[src/hw/sysclk_pkg.sv]
package sysclk_pkg;
    // =========================================================
    // Register indices (byte address = 4 * index)
    localparam logic [11:0] idx_feedback_div     = 12'h200;
    localparam logic [11:0] idx_input_config     = 12'h201;
    localparam logic [11:0] idx_ref_freq_byte0   = 12'h202;
    localparam logic [11:0] idx_ref_freq_byte1   = 12'h203;
    localparam logic [11:0] idx_ref_freq_byte2   = 12'h204;
    localparam logic [11:0] idx_ref_freq_top     = 12'h205;
    localparam logic [11:0] idx_stab_byte0       = 12'h206;
    localparam logic [11:0] idx_stab_byte1       = 12'h207;
    localparam logic [11:0] idx_stab_top         = 12'h208;
    localparam logic [11:0] idx_transfer_strobe  = 12'h00F;
    localparam logic [11:0] idx_status           = 12'h210;
    localparam logic [11:0] idx_irq_status       = 12'h211;
    localparam logic [11:0] idx_irq_mask         = 12'h212;

    // =========================================================
    // Field positions and reset values
    localparam int          bit_crystal_amp      = 3;
    localparam int          bit_predivider_lo    = 1;
    localparam int          bit_doubler          = 0;
    localparam logic [7:0]  rst_input_config     = 8'h08;
    localparam logic [7:0]  mask_input_config    = 8'h0F;
    localparam logic [7:0]  mask_nibble          = 8'h0F;
    localparam logic [7:0]  rst_stab_byte0       = 8'h32;
    localparam logic [7:0]  rst_zero             = 8'h00;
    localparam logic [7:0]  strobe_value         = 8'h01;
    localparam logic [7:0]  min_feedback_div     = 8'h04;

    // Interrupt status bits
    localparam int          irq_stable           = 0;
    localparam int          irq_unstable         = 1;
    localparam int          irq_lock_lost        = 2;
    localparam int          irq_width            = 3;

    // =========================================================
    // Timing
    localparam int          clk_freq_hz          = 200_000_000;
    localparam int          ms_per_s             = 1000;
    localparam int          cycles_per_ms        = clk_freq_hz / ms_per_s;
    localparam int          stab_width           = 20;
endpackage

[src/hw/stability_timer.sv]
module stability_timer #(
    parameter int ms_cycles = sysclk_pkg::cycles_per_ms
) (
    input  wire logic                            clk,
    input  wire logic                            rstn,
    input  wire logic                            pll_locked,
    input  wire logic                            clear,
    input  wire logic                            start,
    input  wire logic [sysclk_pkg::stab_width-1:0] period_ms,
    output logic                                 stable
);
    // =========================================================
    // Millisecond tick divider
    logic [31:0]                     tick_cnt;
    logic                            tick;
    logic [sysclk_pkg::stab_width-1:0] ms_cnt;
    logic                            armed;

    assign tick = (tick_cnt == 32'(ms_cycles - 1));

    always_ff @(posedge clk or negedge rstn) begin
        if (!rstn) begin
            tick_cnt <= 32'h0;
        end else if (clear || !pll_locked || !armed || tick) begin
            tick_cnt <= 32'h0;
        end else begin
            tick_cnt <= tick_cnt + 32'h1;
        end
    end

    // Held after a period write until the next transfer strobe
    always_ff @(posedge clk or negedge rstn) begin
        if (!rstn) begin
            armed <= 1'b1;
        end else if (clear) begin
            armed <= 1'b0;                       // [RULE8]
        end else if (start) begin
            armed <= 1'b1;                       // [RULE9]
        end
    end

    // =========================================================
    // Lock qualification: any loss of lock restarts the count
    always_ff @(posedge clk or negedge rstn) begin
        if (!rstn) begin
            ms_cnt <= '0;
            stable <= 1'b0;
        end else if (clear || start || !pll_locked || !armed) begin
            ms_cnt <= '0;                        // [RULE7] [RULE8]
            stable <= 1'b0;
        end else if (ms_cnt >= period_ms) begin
            stable <= 1'b1;                      // [RULE7]
        end else if (tick) begin
            ms_cnt <= ms_cnt + 1'b1;
        end
    end
endmodule

[src/hw/sysclk_config.sv]
// Notes on behaviour
// RULE1 - Bit 3, reset 1, enables the crystal amp; 0 accepts an oscillator.
// RULE2 - Bits 2:1 select input predivide by 1, 2, 4 or 8, reset 00.
// RULE3 - Bit 0 enables the input doubler, reset 0.
// RULE4 - Software enables the doubler only with near 50% input duty cycle.
// RULE5 - 28-bit reference frequency in Hz, LSB first in four bytes, reset 0.
// RULE6 - 20-bit stability period in ms over three registers, reset 50 ms.
// RULE7 - Stable only after the PLL has stayed locked for the whole period.
// RULE8 - Any write to a stability period register resets the timer.
// RULE9 - The timer restarts on the next strobe, 0x01 written to index 0x00F.
// RULE10 - Feedback divider holds eight bits, valid 4 to 255, reset zero; the code stores any written value, 0 to 3 included.
// RULE11 - Reserved bits read zero and ignore writes.
module sysclk_config (
    input  wire logic        clk,
    input  wire logic        rstn,
    input  wire logic        wb_cyc_i,
    input  wire logic        wb_stb_i,
    input  wire logic        wb_we_i,
    input  wire logic [15:0] wb_adr_i,
    input  wire logic [3:0]  wb_sel_i,
    input  wire logic [31:0] wb_dat_i,
    output logic      [31:0] wb_dat_o,
    output logic             wb_ack_o,
    input  wire logic        pll_locked,
    output logic             crystal_amp_enable,
    output logic      [1:0]  input_predivider_select,
    output logic             input_doubler_enable,
    output logic      [7:0]  feedback_divider,
    output logic      [27:0] ref_freq_hz,
    output logic             sysclk_stable,
    output logic             irq
);
    // =========================================================
    // Bus decode
    logic [11:0] idx;
    logic        req;
    logic        wr;
    logic        rd;
    logic        aligned;

    assign aligned = (wb_adr_i[1:0] == 2'h0) && (wb_adr_i[15:14] == 2'h0);
    assign idx     = wb_adr_i[13:2];
    assign req     = wb_cyc_i && wb_stb_i && !wb_ack_o;
    assign wr      = req && wb_we_i && wb_sel_i[0] && aligned;
    assign rd      = req && !wb_we_i && aligned;

    always_ff @(posedge clk or negedge rstn) begin
        if (!rstn) begin
            wb_ack_o <= 1'b0;
        end else begin
            wb_ack_o <= req;
        end
    end

    // =========================================================
    // Configuration registers
    logic [7:0]  input_config;
    logic [7:0]  freq_b0;
    logic [7:0]  freq_b1;
    logic [7:0]  freq_b2;
    logic [7:0]  freq_top;
    logic [7:0]  stab_b0;
    logic [7:0]  stab_b1;
    logic [7:0]  stab_top;
    logic [7:0]  fb_div;
    logic [7:0]  wdat;

    assign wdat = wb_dat_i[7:0];

    always_ff @(posedge clk or negedge rstn) begin
        if (!rstn) begin
            input_config <= sysclk_pkg::rst_input_config;   // [RULE1]
            fb_div       <= sysclk_pkg::rst_zero;           // [RULE10]
        end else if (wr && idx == sysclk_pkg::idx_input_config) begin
            input_config <= wdat & sysclk_pkg::mask_input_config; // [RULE11]
        end else if (wr && idx == sysclk_pkg::idx_feedback_div) begin
            fb_div       <= wdat;                           // [RULE10]
        end
    end

    always_ff @(posedge clk or negedge rstn) begin
        if (!rstn) begin
            freq_b0  <= sysclk_pkg::rst_zero;               // [RULE5]
            freq_b1  <= sysclk_pkg::rst_zero;
            freq_b2  <= sysclk_pkg::rst_zero;
            freq_top <= sysclk_pkg::rst_zero;
        end else if (wr) begin
            if (idx == sysclk_pkg::idx_ref_freq_byte0) begin
                freq_b0 <= wdat;
            end
            if (idx == sysclk_pkg::idx_ref_freq_byte1) begin
                freq_b1 <= wdat;
            end
            if (idx == sysclk_pkg::idx_ref_freq_byte2) begin
                freq_b2 <= wdat;
            end
            if (idx == sysclk_pkg::idx_ref_freq_top) begin
                freq_top <= wdat & sysclk_pkg::mask_nibble; // [RULE11]
            end
        end
    end

    always_ff @(posedge clk or negedge rstn) begin
        if (!rstn) begin
            stab_b0  <= sysclk_pkg::rst_stab_byte0;         // [RULE6]
            stab_b1  <= sysclk_pkg::rst_zero;
            stab_top <= sysclk_pkg::rst_zero;
        end else if (wr) begin
            if (idx == sysclk_pkg::idx_stab_byte0) begin
                stab_b0 <= wdat;
            end
            if (idx == sysclk_pkg::idx_stab_byte1) begin
                stab_b1 <= wdat;
            end
            if (idx == sysclk_pkg::idx_stab_top) begin
                stab_top <= wdat & sysclk_pkg::mask_nibble; // [RULE11]
            end
        end
    end

    // =========================================================
    // Outputs to the clock path, registered
    always_ff @(posedge clk or negedge rstn) begin
        if (!rstn) begin
            crystal_amp_enable      <= 1'b1;
            input_predivider_select <= 2'h0;
            input_doubler_enable    <= 1'b0;
            feedback_divider        <= sysclk_pkg::rst_zero;
            ref_freq_hz             <= 28'h0;
        end else begin
            crystal_amp_enable      <=
                input_config[sysclk_pkg::bit_crystal_amp];        // [RULE1]
            input_predivider_select <=
                input_config[sysclk_pkg::bit_predivider_lo +: 2]; // [RULE2]
            // Duty cycle is software's concern; no check here
            input_doubler_enable    <=
                input_config[sysclk_pkg::bit_doubler];            // [RULE3]
            feedback_divider        <= fb_div;
            ref_freq_hz             <= {freq_top[3:0], freq_b2,
                                        freq_b1, freq_b0};        // [RULE5]
        end
    end

    // =========================================================
    // Stability timer
    logic                              stab_write;
    logic                              transfer_strobe;
    logic                              stable_now;
    logic [sysclk_pkg::stab_width-1:0] period_ms;

    assign stab_write = wr && (idx == sysclk_pkg::idx_stab_byte0 ||
                               idx == sysclk_pkg::idx_stab_byte1 ||
                               idx == sysclk_pkg::idx_stab_top);  // [RULE8]
    assign transfer_strobe = wr && idx == sysclk_pkg::idx_transfer_strobe &&
                             wdat == sysclk_pkg::strobe_value;    // [RULE9]
    assign period_ms  = {stab_top[3:0], stab_b1, stab_b0};        // [RULE6]

    stability_timer u_timer (
        .clk        (clk),
        .rstn       (rstn),
        .pll_locked (pll_locked),
        .clear      (stab_write),
        .start      (transfer_strobe),
        .period_ms  (period_ms),
        .stable     (stable_now)
    );

    // =========================================================
    // Interrupts: sticky, cleared by reading status; set wins
    logic                          was_stable;
    logic                          was_locked;
    logic [sysclk_pkg::irq_width-1:0] irq_status;
    logic [sysclk_pkg::irq_width-1:0] irq_mask;
    logic [sysclk_pkg::irq_width-1:0] irq_event;
    logic                          status_rd;

    assign status_rd = rd && idx == sysclk_pkg::idx_irq_status;

    always_comb begin
        irq_event = '0;
        irq_event[sysclk_pkg::irq_stable]    = stable_now && !was_stable;
        irq_event[sysclk_pkg::irq_unstable]  = !stable_now && was_stable;
        irq_event[sysclk_pkg::irq_lock_lost] = !pll_locked && was_locked;
    end

    always_ff @(posedge clk or negedge rstn) begin
        if (!rstn) begin
            was_stable    <= 1'b0;
            was_locked    <= 1'b0;
            sysclk_stable <= 1'b0;
        end else begin
            was_stable    <= stable_now;
            was_locked    <= pll_locked;
            sysclk_stable <= stable_now;
        end
    end

    always_ff @(posedge clk or negedge rstn) begin
        if (!rstn) begin
            irq_status <= '0;
        end else if (status_rd) begin
            irq_status <= irq_event;
        end else begin
            irq_status <= irq_status | irq_event;
        end
    end

    always_ff @(posedge clk or negedge rstn) begin
        if (!rstn) begin
            irq_mask <= '0;
        end else if (wr && idx == sysclk_pkg::idx_irq_mask) begin
            irq_mask <= wdat[sysclk_pkg::irq_width-1:0];
        end
    end

    // Registered, so irq follows status by one cycle
    always_ff @(posedge clk or negedge rstn) begin
        if (!rstn) begin
            irq <= 1'b0;
        end else begin
            irq <= |(irq_status & irq_mask);
        end
    end

    // =========================================================
    // Read mux; unmapped indices read zero
    logic [7:0] rdata;

    always_comb begin
        rdata = 8'h00;
        unique case (idx)
            sysclk_pkg::idx_feedback_div:   rdata = fb_div;
            sysclk_pkg::idx_input_config:   rdata = input_config;
            sysclk_pkg::idx_ref_freq_byte0: rdata = freq_b0;
            sysclk_pkg::idx_ref_freq_byte1: rdata = freq_b1;
            sysclk_pkg::idx_ref_freq_byte2: rdata = freq_b2;
            sysclk_pkg::idx_ref_freq_top:   rdata = freq_top;
            sysclk_pkg::idx_stab_byte0:     rdata = stab_b0;
            sysclk_pkg::idx_stab_byte1:     rdata = stab_b1;
            sysclk_pkg::idx_stab_top:       rdata = stab_top;
            sysclk_pkg::idx_status:
                rdata = {6'h0, pll_locked, stable_now};
            sysclk_pkg::idx_irq_status:
                rdata = {5'h0, irq_status};
            sysclk_pkg::idx_irq_mask:
                rdata = {5'h0, irq_mask};
            default:                        rdata = 8'h00;
        endcase
    end

    always_ff @(posedge clk or negedge rstn) begin
        if (!rstn) begin
            wb_dat_o <= 32'h0;
        end else if (rd) begin
            wb_dat_o <= {24'h0, rdata};
        end else begin
            wb_dat_o <= 32'h0;
        end
    end
endmodule

[config.mk]
export PLATFORM = sky130hd
export DESIGN_NAME = sysclk_config
export DESIGN_NICKNAME = d
export VERILOG_FILES = /design/src/hw/sysclk_pkg.sv /design/src/hw/stability_timer.sv /design/src/hw/sysclk_config.sv
export SDC_FILE = /design/constraint.sdc
export NUM_CORES = 1
export LEC_CHECK = 0
export BUFFER_PORTS_ARGS = -buffer_cell sky130_fd_sc_hd__buf_4
export CAP_MARGIN = 0
export CORE_MARGIN = 4
export CORE_UTILIZATION = 50
export CTS_BUF_LIST = sky130_fd_sc_hd__clkbuf_2 sky130_fd_sc_hd__clkbuf_4 sky130_fd_sc_hd__clkbuf_8
export CTS_CLUSTER_DIAMETER = 100
export CTS_CLUSTER_SIZE = 10
export DETAILED_ROUTE_END_ITERATION = 16
export GPL_ROUTABILITY_DRIVEN = 0
export PLACE_DENSITY_LB_ADDON = 0.05
export SLEW_MARGIN = 25
export SYNTH_ARGS = -nofsm -noshare
export SYNTH_HDL_FRONTEND = slang
export SYNTH_SLANG_ARGS = --single-unit
export TNS_END_PERCENT = 50
[constraint.sdc]
create_clock -name clk -period 3.9 [get_ports clk]
set_input_delay 0.78 -clock clk [delete_from_list [all_inputs] [get_ports clk]]
set_output_delay 0.78 -clock clk [all_outputs]
set_load 0.05 [all_outputs]
# After elaboration in Yosys (flattened, before gate mapping)
# Cells that the tools add are included.
[op_classes] bitwise=3 n_addsub=2 n_lt_le_gt_ge=1 n_reduce_logical=47 eq_ne=16 muxes=11
[ops] op="equality test 12 x 10 -> 1 bit (second input constant)" n=12
[ops] op="one-hot mux 8 bit (12 select lines)" n=1
[ops] op="2-to-1 mux 20 bit" n=3
[ops] op="adder 32 x 1 -> 32 bit (second input constant)" n=1
[ops] op="equality test 32 x 18 -> 1 bit (second input constant)" n=1
[ops] op="2-to-1 mux 32 bit" n=1
[ops] op="adder 20 x 1 -> 20 bit (second input constant)" n=1
[ops] op="greater-or-equal comparator 20 bit" n=1
[ops] op="logical AND 1 bit" n=18
[ops] op="AND reduction 2 bit" n=9
[ops] op="equality test 12 x 4 -> 1 bit (second input constant)" n=1
[ops] op="equality test 8 x 1 -> 1 bit (second input constant)" n=1
[ops] op="logical OR 1 bit" n=8
[ops] op="2-to-1 mux 8 bit" n=1
[ops] op="logical NOT 1 bit" n=6
[ops] op="nonzero test 2 bit" n=3
[ops] op="logical NOT 2 bit" n=2
[ops] op="2-to-1 mux 1 bit" n=4
[ops] op="AND 3 bit" n=1
[ops] op="2-to-1 mux 3 bit" n=1
[ops] op="OR 3 bit" n=1
[ops] op="OR reduction 3 bit" n=1
[ops] op="!= test 2 x 1 -> 1 bit (second input constant)" n=1
[ops] op="inverter 1 bit" n=1
[word_totals] inputBits=58 word_cells=105 output_inout_bits=75 reg_bits=196

# Longest topological paths before layout
# Gate-level depths: netlist of the first run.
[depth] ltp_word=12 depth_mapped=10 depth_no_buf=8

# Hierarchy
# From an unflattened synthesis of the first run, not the netlist that was laid out.
[unflattened] cells_unflattened=737 hier_area_um2=8219.1
[modules_own_cells] mod="sysclk_config" n_inst=1 cells_each=373 area_per_inst_um2=5008.6 seq_area_each_um2=2959.1
[modules_own_cells] mod="stability_timer" n_inst=1 cells_each=364 area_per_inst_um2=3210.6 seq_area_each_um2=1352.5

# Least setup slack after synthesis of the first run
# OpenSTA, ideal clock, no wires.
[synth_path] kind="input -> register" startpoint="input port wb_adr_i[3]" endpoint="register u_timer.tick_cnt[10]" setup_ps=121 required_time_ps=3779 cell_stages=9 t_arrival_ps=2485 slack_ps=1294 path_buffers=3 cell_sequence="buf_2 or3b_2 nor4_4 a21o_1 and2_1 or4_1 buf_2 buf_2 nor2_1"
[synth_between] elab_chain_cells=8 word_cells_on_any_way=10 cone_classes="eq/ne: 3; mux: 1; reduce/logical: 6"
[synth_lines] element="start, declared" line_no="sysclk_config.sv:19" source="input wire logic [15:0] wb_adr_i,"
[synth_lines] element="equality test 12 x 10 -> 1 bit, on equally long branches" line_no="sysclk_config.sv:151, sysclk_config.sv:152"
[synth_lines] element="logical OR 1 bit" line_no="sysclk_config.sv:151" source="assign stab_write = wr && (idx == sysclk_pkg::idx_stab_byte0 ||"
[synth_lines] element="logical OR 1 bit (*)" line_no="sysclk_config.sv:152" source="idx == sysclk_pkg::idx_stab_byte1 ||"
[synth_lines] element="logical AND 1 bit (*)" line_no="sysclk_config.sv:151"
[synth_lines] element="logical OR 1 bit (*) (3 in series)" line_no="stability_timer.sv:24" source="end else if (clear || !pll_locked || !armed || tick) begin"
[synth_lines] element="2-to-1 mux 32 bit (*)" line_no="stability_timer.sv:24"
[synth_lines] element="end signal, assigned" line_no="stability_timer.sv:27" source="tick_cnt <= tick_cnt + 32'h1;"
[synth_lines] element="end, declared" line_no="stability_timer.sv:14" source="logic [31:0] tick_cnt;"
# Mark *: on every way between the ends. The rest lies on a longest branch, timed or not.
# A chain may end at the register's enable or synchronous reset.

# Worst setup path in the final report of the first run
[layout_path] startpoint="register stab_b0[1]" endpoint="register u_timer.ms_cnt[18] in the netlist's numbering"
[layout_between] elab_chain_cells=3
[layout_lines] element="start, declared" line_no="sysclk_config.sv:62" source="logic [7:0] stab_b0;"
[layout_lines] element="start signal, assigned" line_no="sysclk_config.sv:105" source="stab_b0 <= sysclk_pkg::rst_stab_byte0;"
[layout_lines] element="start signal, assigned" line_no="sysclk_config.sv:110" source="stab_b0 <= wdat;"
[layout_lines] element="greater-or-equal comparator 20 bit" line_no="stability_timer.sv:51" source="end else if (ms_cnt >= period_ms) begin"
[layout_lines] element="!= test 2 x 1 -> 1 bit (no line)"
[layout_lines] element="AND reduction 2 bit (no line)"
[layout_lines] element="end signal, assigned" line_no="stability_timer.sv:54" source="ms_cnt <= ms_cnt + 1'b1;"
[layout_lines] element="end, declared" line_no="stability_timer.sv:16" source="logic [sysclk_pkg::stab_width-1:0] ms_cnt;"
# Every way passes these cells.

==> results of run 1 <==
-- metrics by stage --
step	instance area (um^2)	total power [W]	worst slack, ps	utilization [%]	std cells
after floorplan	7990	0.00194	1290	-	719
after global placement	8620	0.00200	696	56.3	967
after detailed placement	8620	0.00201	667	56.3	967
after CTS	9040	0.00333	743	59.1	999
after global routing	9040	0.00342	520	59.1	999
final	9040	0.00329	706	59.1	999
-- worst max-delay path, cell delays in order (launching register included) --
cell      delay, ps
dfstp_2         550
inv_1            40
ha_1            270
and3_1          160
a221o_1         350
a221oi_2        440
nand4_1         490
or4_1           640
a21oi_1         160
-- registers in the layout (all words and copies together), names as in the netlist, 4 cells and up --
signal	cells
u_timer.tick_cnt	32
ref_freq_hz	28
u_timer.ms_cnt	20
fb_div	8
feedback_divider	8
freq_b0	8
freq_b1	8
freq_b2	8
stab_b0	8
stab_b1	8
wb_dat_o	8
freq_top	4
input_config	4
stab_top	4
-- how the worst max path moves through the flow --
| stage | cells after the start | end | startpoint |
|---|---|---|---|
| finish | 8 | u_timer.ms_cnt[18]$_DFFE_PN0P_ | stab_b0[1]$_DFFE_PN1P_ |
| CTS | 8 | u_timer.ms_cnt[18]$_DFFE_PN0P_ | stab_b0[1]$_DFFE_PN1P_ |
| floorplan | 9 | u_timer.tick_cnt[10]$_DFF_PN0_ | wb_adr_i[3] |
| global route | 8 | u_timer.ms_cnt[18]$_DFFE_PN0P_ | stab_b0[1]$_DFFE_PN1P_ |
| global placement | 7 | u_timer.stable$_DFFE_PN0P_ | wb_adr_i[10] |
| detailed placement | 7 | u_timer.stable$_DFFE_PN0P_ | wb_adr_i[2] |
-- layer usage --
metal	vias to the layer above	part of all wire [%]	GRT usage, %
met1	2796	45	27.8
met5	-	0	0
li1	2598	-	-
met4	0	1.2	6.69
met3	16	5.3	4.15
met2	137	48	32.4
-- area by class of cell --
class / count / area, um^2 / area share (%)
Inverter: 29 / 109 / 1.20
Sequential cell: 172 / 4310 / 47.7
Tap cell: 211 / 264 / 2.92
Clock inverter: 15 / 190 / 2.10
Timing Repair Buffer: 87 / 669 / 7.40
Clock buffer: 17 / 234 / 2.59
Multi-Input combinational cell: 468 / 3270 / 36.1
-- kinds of logic (layout without fill, tap and decap cells) --
family,Yosys count,after routing,share of synthesized area [%]
and+or+nand+nor,221,221,15.4
adders and majority gates,22,22,3.48
other,1,24,0.0475
buffers and inverters,79,148,5.15
AOI/OAI and AO/OA,102,102,8.05
muxes,66,66,9.65
xor gates and xnor gates,33,33,3.66
DFF,172,172,54.6
-- placed cells by master (no fill, tap or decap), types with 12 or more instances in the layout --
cell / count
a21oi_1: 32
and3_1: 14
buf_4: 85
clkbuf_8: 17
conb_1: 24
dfrtp_1: 166
ha_1: 22
inv_1: 29
mux2_2: 51
mux2i_1: 12
nand2_1: 45
nand3_1: 22
nand4_1: 17
nor2_1: 49
o21ai_0: 34
or3_1: 17
xor2_1: 24
-- power by group --
part,switching (W),internal [W],total (W)
Combinational,0.000139,0.0000393,0.000178
Sequential,0.00000358,0.00179,0.00179
Clock,0.000717,0.000607,0.00132
Total,0.000859,0.00243,0.00329
==> flow_summary_export.csv, run 1 <==
group,metric,value,unit
critical_path,crit-reg2reg-launch,"stab_b0[1]$_DFFE_PN1P_",
synth,synth_flop_cell,"dfrtp_1",
run,maxCapViolations,0,
timing,max-slew-margin-rel,36.4,%
status,status,"completed",
synth,synth_cells,696,
pwr,p_per_area,364,nW/um^2
critical_path,end_kind,"flop",
cts,cts_buffers,17,
die,std_cell_rows,45,
worst_hold_path,hold-path-endpoint,"crystal_amp_enable$_DFF_PN1_",
timing,timing.final.crit_share,81.9,%
cts,clock_path_buffers,2,
cts,cts_hold_buf,0,
global_routing,antenna_found_initial,0,
pwr,leakage,4.40,nW
synth,synth_seq_area_share,54.6,%
synth,synth_most_common_cell,"dfrtp_1",
critical_path,reg2reg_to,"u_timer.ms_cnt[18]$_DFFE_PN0P_",
cts,cts_resized,0,
finish,areaGrowthSynthToFinish,14.5,%
synth,syn_area,7900,um^2
drt,wl,17.4,mm
finish,diodes,0,
cts,cts_tree,"yes",
drt,ant_nets,0,
timing,maxSlewViolCount,0,
drt,wl_per_cell,17.4,um
finish,drive_gt1_share,24.9,%
timing,tightestPinTransition,947,ps
global_routing,grt_pass1_wl,28.7,mm
cts,htree_levels,4,
critical_path,worst_ep_required_time,4260,ps
synth,synth_edf_count,0,
cts,clk_pin_slew,90,ps
die,chipHeight,134,um
timing,rsz0062_at_grt,"false",
critical_path,crit_type,"flop to flop",
timing,finalHoldViolations,0,
timing,holdWs,380,ps
pwr,vdd_drop_max,294,uV
synth,yosys-top-cells-count,"dfrtp_1 (166), mux2_2 (51), nor2_1 (49)",
die,core,15300,um^2
global_routing,grt_pass1_vias,5627,
synth,synth_top_cell_by_area,"dfrtp_1",
global_routing,grt_max_degree,97,
finish,layout.nets,855,
drt,vias_per_cell,5.55,
timing,tns,0,ps
critical_path,crit_arrival,3550,ps
cts,cts_sinks,172,
timing,finalWorstPathRequiredPeriod,3190,ps
die,die_x,134,um
cts,post_cts_buffers,0,
cts,clock_latency,460,ps
synth,ys_seq_elements,172,
finish,fillers,1305,
cts,clock-root-buffer,"clkbuf_8",
critical_path,critPathMaxFanout,12,
timing,fin_skew,18.3,ps
drt,drtIter0Drc,296,
global_routing,track_usage,20.2,%
worst_hold_path,holdPathStages,0,
placed_design,hpwl,12.7,mm
synth,async_flop_share,100,%
die,ioPinCount,133,
drt,drc,0,
placed_design,io_buffers,81,
synth,synth_top_area_share,52.6,%
die,die-area,17900,um^2
synth,yosys_warnings,0,
timing,setup_viol,0,
synth,synth_cell_types,58,
worst_hold_path,hold_start,"input_config[3]$_DFFE_PN1P_",
critical_path,reg2regPathDepth,8,
worst_hold_path,hold_class,"flop to flop",
critical_path,start_kind,"flop",
global_routing,overflow,0,
synth,synthTopCellsByArea,"dfrtp_1 (53%), mux2_2 (7.3%), ha_1 (3.5%), xor2_1 (2.7%), buf_4 (2.5%)",
die,start_util,51.6,%
drt,dr.pass1.iters,4,
critical_path,r2r_slack,710,ps
timing,fmax,313,MHz
synth,syn-mean-instance-area,11.3,um^2
drt,num_vias,5547,
Power figures use the tool's default switching activity.
==> run 2, diff against run 1 <==
==> constraint.sdc (replaced) <==
create_clock -name clk -period 2.92 [get_ports clk]
set_input_delay 0.584 -clock clk [delete_from_list [all_inputs] [get_ports clk]]
set_output_delay 0.584 -clock clk [all_outputs]
set_load 0.05 [all_outputs]
==> run 2 against run 1 <==
Net effect:
- register-to-register slack worse by 530 ps
- power is 30% higher
- fmax grew 17%
==> flow_summary_export.csv, run 2 (synthesis results as in run 1) <==
group,metric,value,unit
placed_design,placed_area,8710,um^2
status,status,"completed",
drt,num_vias,5554,
finish,design_area,9140,um^2
placed_design,hpwl,12.7,mm
global_routing,grt_pass1_wl,28.7,mm
cts,cts_buffers,17,
finish,final_common_cell,"dfrtp_1",
timing,maxSlewViolCount,0,
critical_path,r2r_slack,180,ps
timing,setup_ws,180,ps
timing,finalWorstPathRequiredPeriod,2740,ps
worst_hold_path,hold_class,"input port to asynchronous set/reset pin",
cts,cts_hold_buf,0,
run,maxCapViolations,0,
placed_design,io_buffers,81,
finish,largest_register_ffs,32,
critical_path,reg2regPathDepth,9,
timing,max-slew-margin-rel,59.5,%
cts,cts_resized,0,
timing,tns,0,ps
critical_path,critical_path.cell_chain,"inv_1, ha_1, and3_1, a221o_1, a221oi_4, nand4_1, buf_4, or4_1, a21oi_1",
die,core,15300,um^2
critical_path,crit_arrival,3130,ps
critical_path,critPathMaxFanout,12,
die,chipHeight,134,um
cts,htree_levels,4,
cts,clk_pin_slew,100,ps
finish,drive_gt1_share,26.0,%
timing,finalHoldViolations,0,
global_routing,grt_pass1_vias,5577,
finish,layout.nets,864,
timing,holdWs,57.1,ps
critical_path,crit_type,"flop to flop",
timing,timing.final.crit_share,93.8,%
drt,wl,17.6,mm
critical_path,end_kind,"flop",
drt,dr.pass1.iters,4,
pwr,p_per_area,469,nW/um^2
cts,clock_path_buffers,2,
cts,post_cts_buffers,0,
timing,fmax,365,MHz
global_routing,overflow,0,
finish,areaGrowthSynthToFinish,15.7,%
cts,cts_sinks,172,
die,die-area,17900,um^2
cts,clock_latency,460,ps
finish,regMostFlops,"u_timer.tick_cnt",
critical_path,start_kind,"flop",
drt,vias_per_cell,5.51,
cts,clock-root-buffer,"clkbuf_8",
critical_path,cp.depth,9,
drt,ant_nets,0,
critical_path,crit_buf_inv,2,
timing,rsz0062_at_grt,"false",
global_routing,track_usage,20.3,%
finish,final_cell_mix,"dfrtp_1 (166), buf_4 (92), mux2_2 (51), nor2_1 (49), nand2_1 (45)",
finish,final_core_util,59.7,%
finish,diodes,0,
drt,wl_per_cell,17.4,um
pwr,leakage,4.44,nW
critical_path,worst_ep_required_time,3310,ps
placed_design,dp_worst_setup_slack,139,ps
die,std_cell_rows,45,
die,ioPinCount,133,
die,die_x,134,um
critical_path,cp_slowest_cell,"dfstp_2",
timing,setup_viol,0,
timing,fin_skew,16.3,ps
timing,tightestPinTransition,601,ps
finish,top_regs,"u_timer.tick_cnt: 32 flops, ref_freq_hz: 28 flops, u_timer.ms_cnt: 20 flops",
critical_path,crit_path_max_incr_delay,560,ps
drt,drc,0,
critical_path,cp_top_family,"compound AO/OA/AOI/OAI gates",
finish,fillers,1333,
drt,drtIter0Drc,347,
pwr,vdd_drop_max,436,uV
cts,cts_tree,"yes",
global_routing,antenna_found_initial,0,
die,start_util,51.6,%
global_routing,grt_max_degree,69,
-- run 2: through the flow --
step / cells / power (W)
after floorplan: 719 / 0.00259
after global placement: 976 / 0.00268
after detailed placement: 976 / 0.00268
after CTS: 1008 / 0.00434
after global routing: 1008 / 0.00446
final: 1008 / 0.00429
-- run 2: final cells by class --
| cell class | count | area [um^2] | area share, % |
|---|---|---|---|
| clock buffer | 17 | 234 | 2.56 |
| tap | 211 | 264 | 2.89 |
| inverter | 29 | 109 | 1.19 |
| multi-input combinational | 468 | 3290 | 36.0 |
| timing repair buffer | 96 | 762 | 8.34 |
| clock inverter | 15 | 166 | 1.82 |
| sequential | 172 | 4310 | 47.2 |
-- run 2: final timing paths --
path                                              from                              to
setup / recovery                stab_b0[1]$_DFFE_PN1P_  u_timer.ms_cnt[18]$_DFFE_PN0P_
hold / removal                                    rstn   feedback_divider[0]$_DFF_PN0_
setup reg to reg                stab_b0[1]$_DFFE_PN1P_  u_timer.ms_cnt[18]$_DFFE_PN0P_
hold reg to reg            input_config[3]$_DFFE_PN1P_    crystal_amp_enable$_DFF_PN1_
max in group asynchronous                         rstn   u_timer.ms_cnt[8]$_DFFE_PN0P_
min in group clk                            pll_locked            was_locked$_DFF_PN0_
-- run 2: worst reg2reg max path, cell delays in order, from the launching register on --
cell and delay (ps):
dfstp_2 560, inv_1 50, ha_1 270, and3_1 160, a221o_1 360, a221oi_4 300, nand4_1 130, buf_4 210
or4_1 500, a21oi_1 140
-- run 2: layer usage --
layer / vias to the layer above / track usage, % / routed length, um
met4: 0 / 5.89 / 203
met5: - / 0 / 0
met2: 121 / 32.7 / 8600
li1: 2603 / - / -
met1: 2816 / 28.7 / 8140
met3: 14 / 3.44 / 637
-- run 2: power by group --
part	leakage, nW	internal (W)	switching (W)
Sequential	2.30	0.00239	0.00000471
Combinational	1.93	0.0000580	0.000186
Clock	0.198	0.000654	0.000998
Total	4.44	0.00310	0.00119
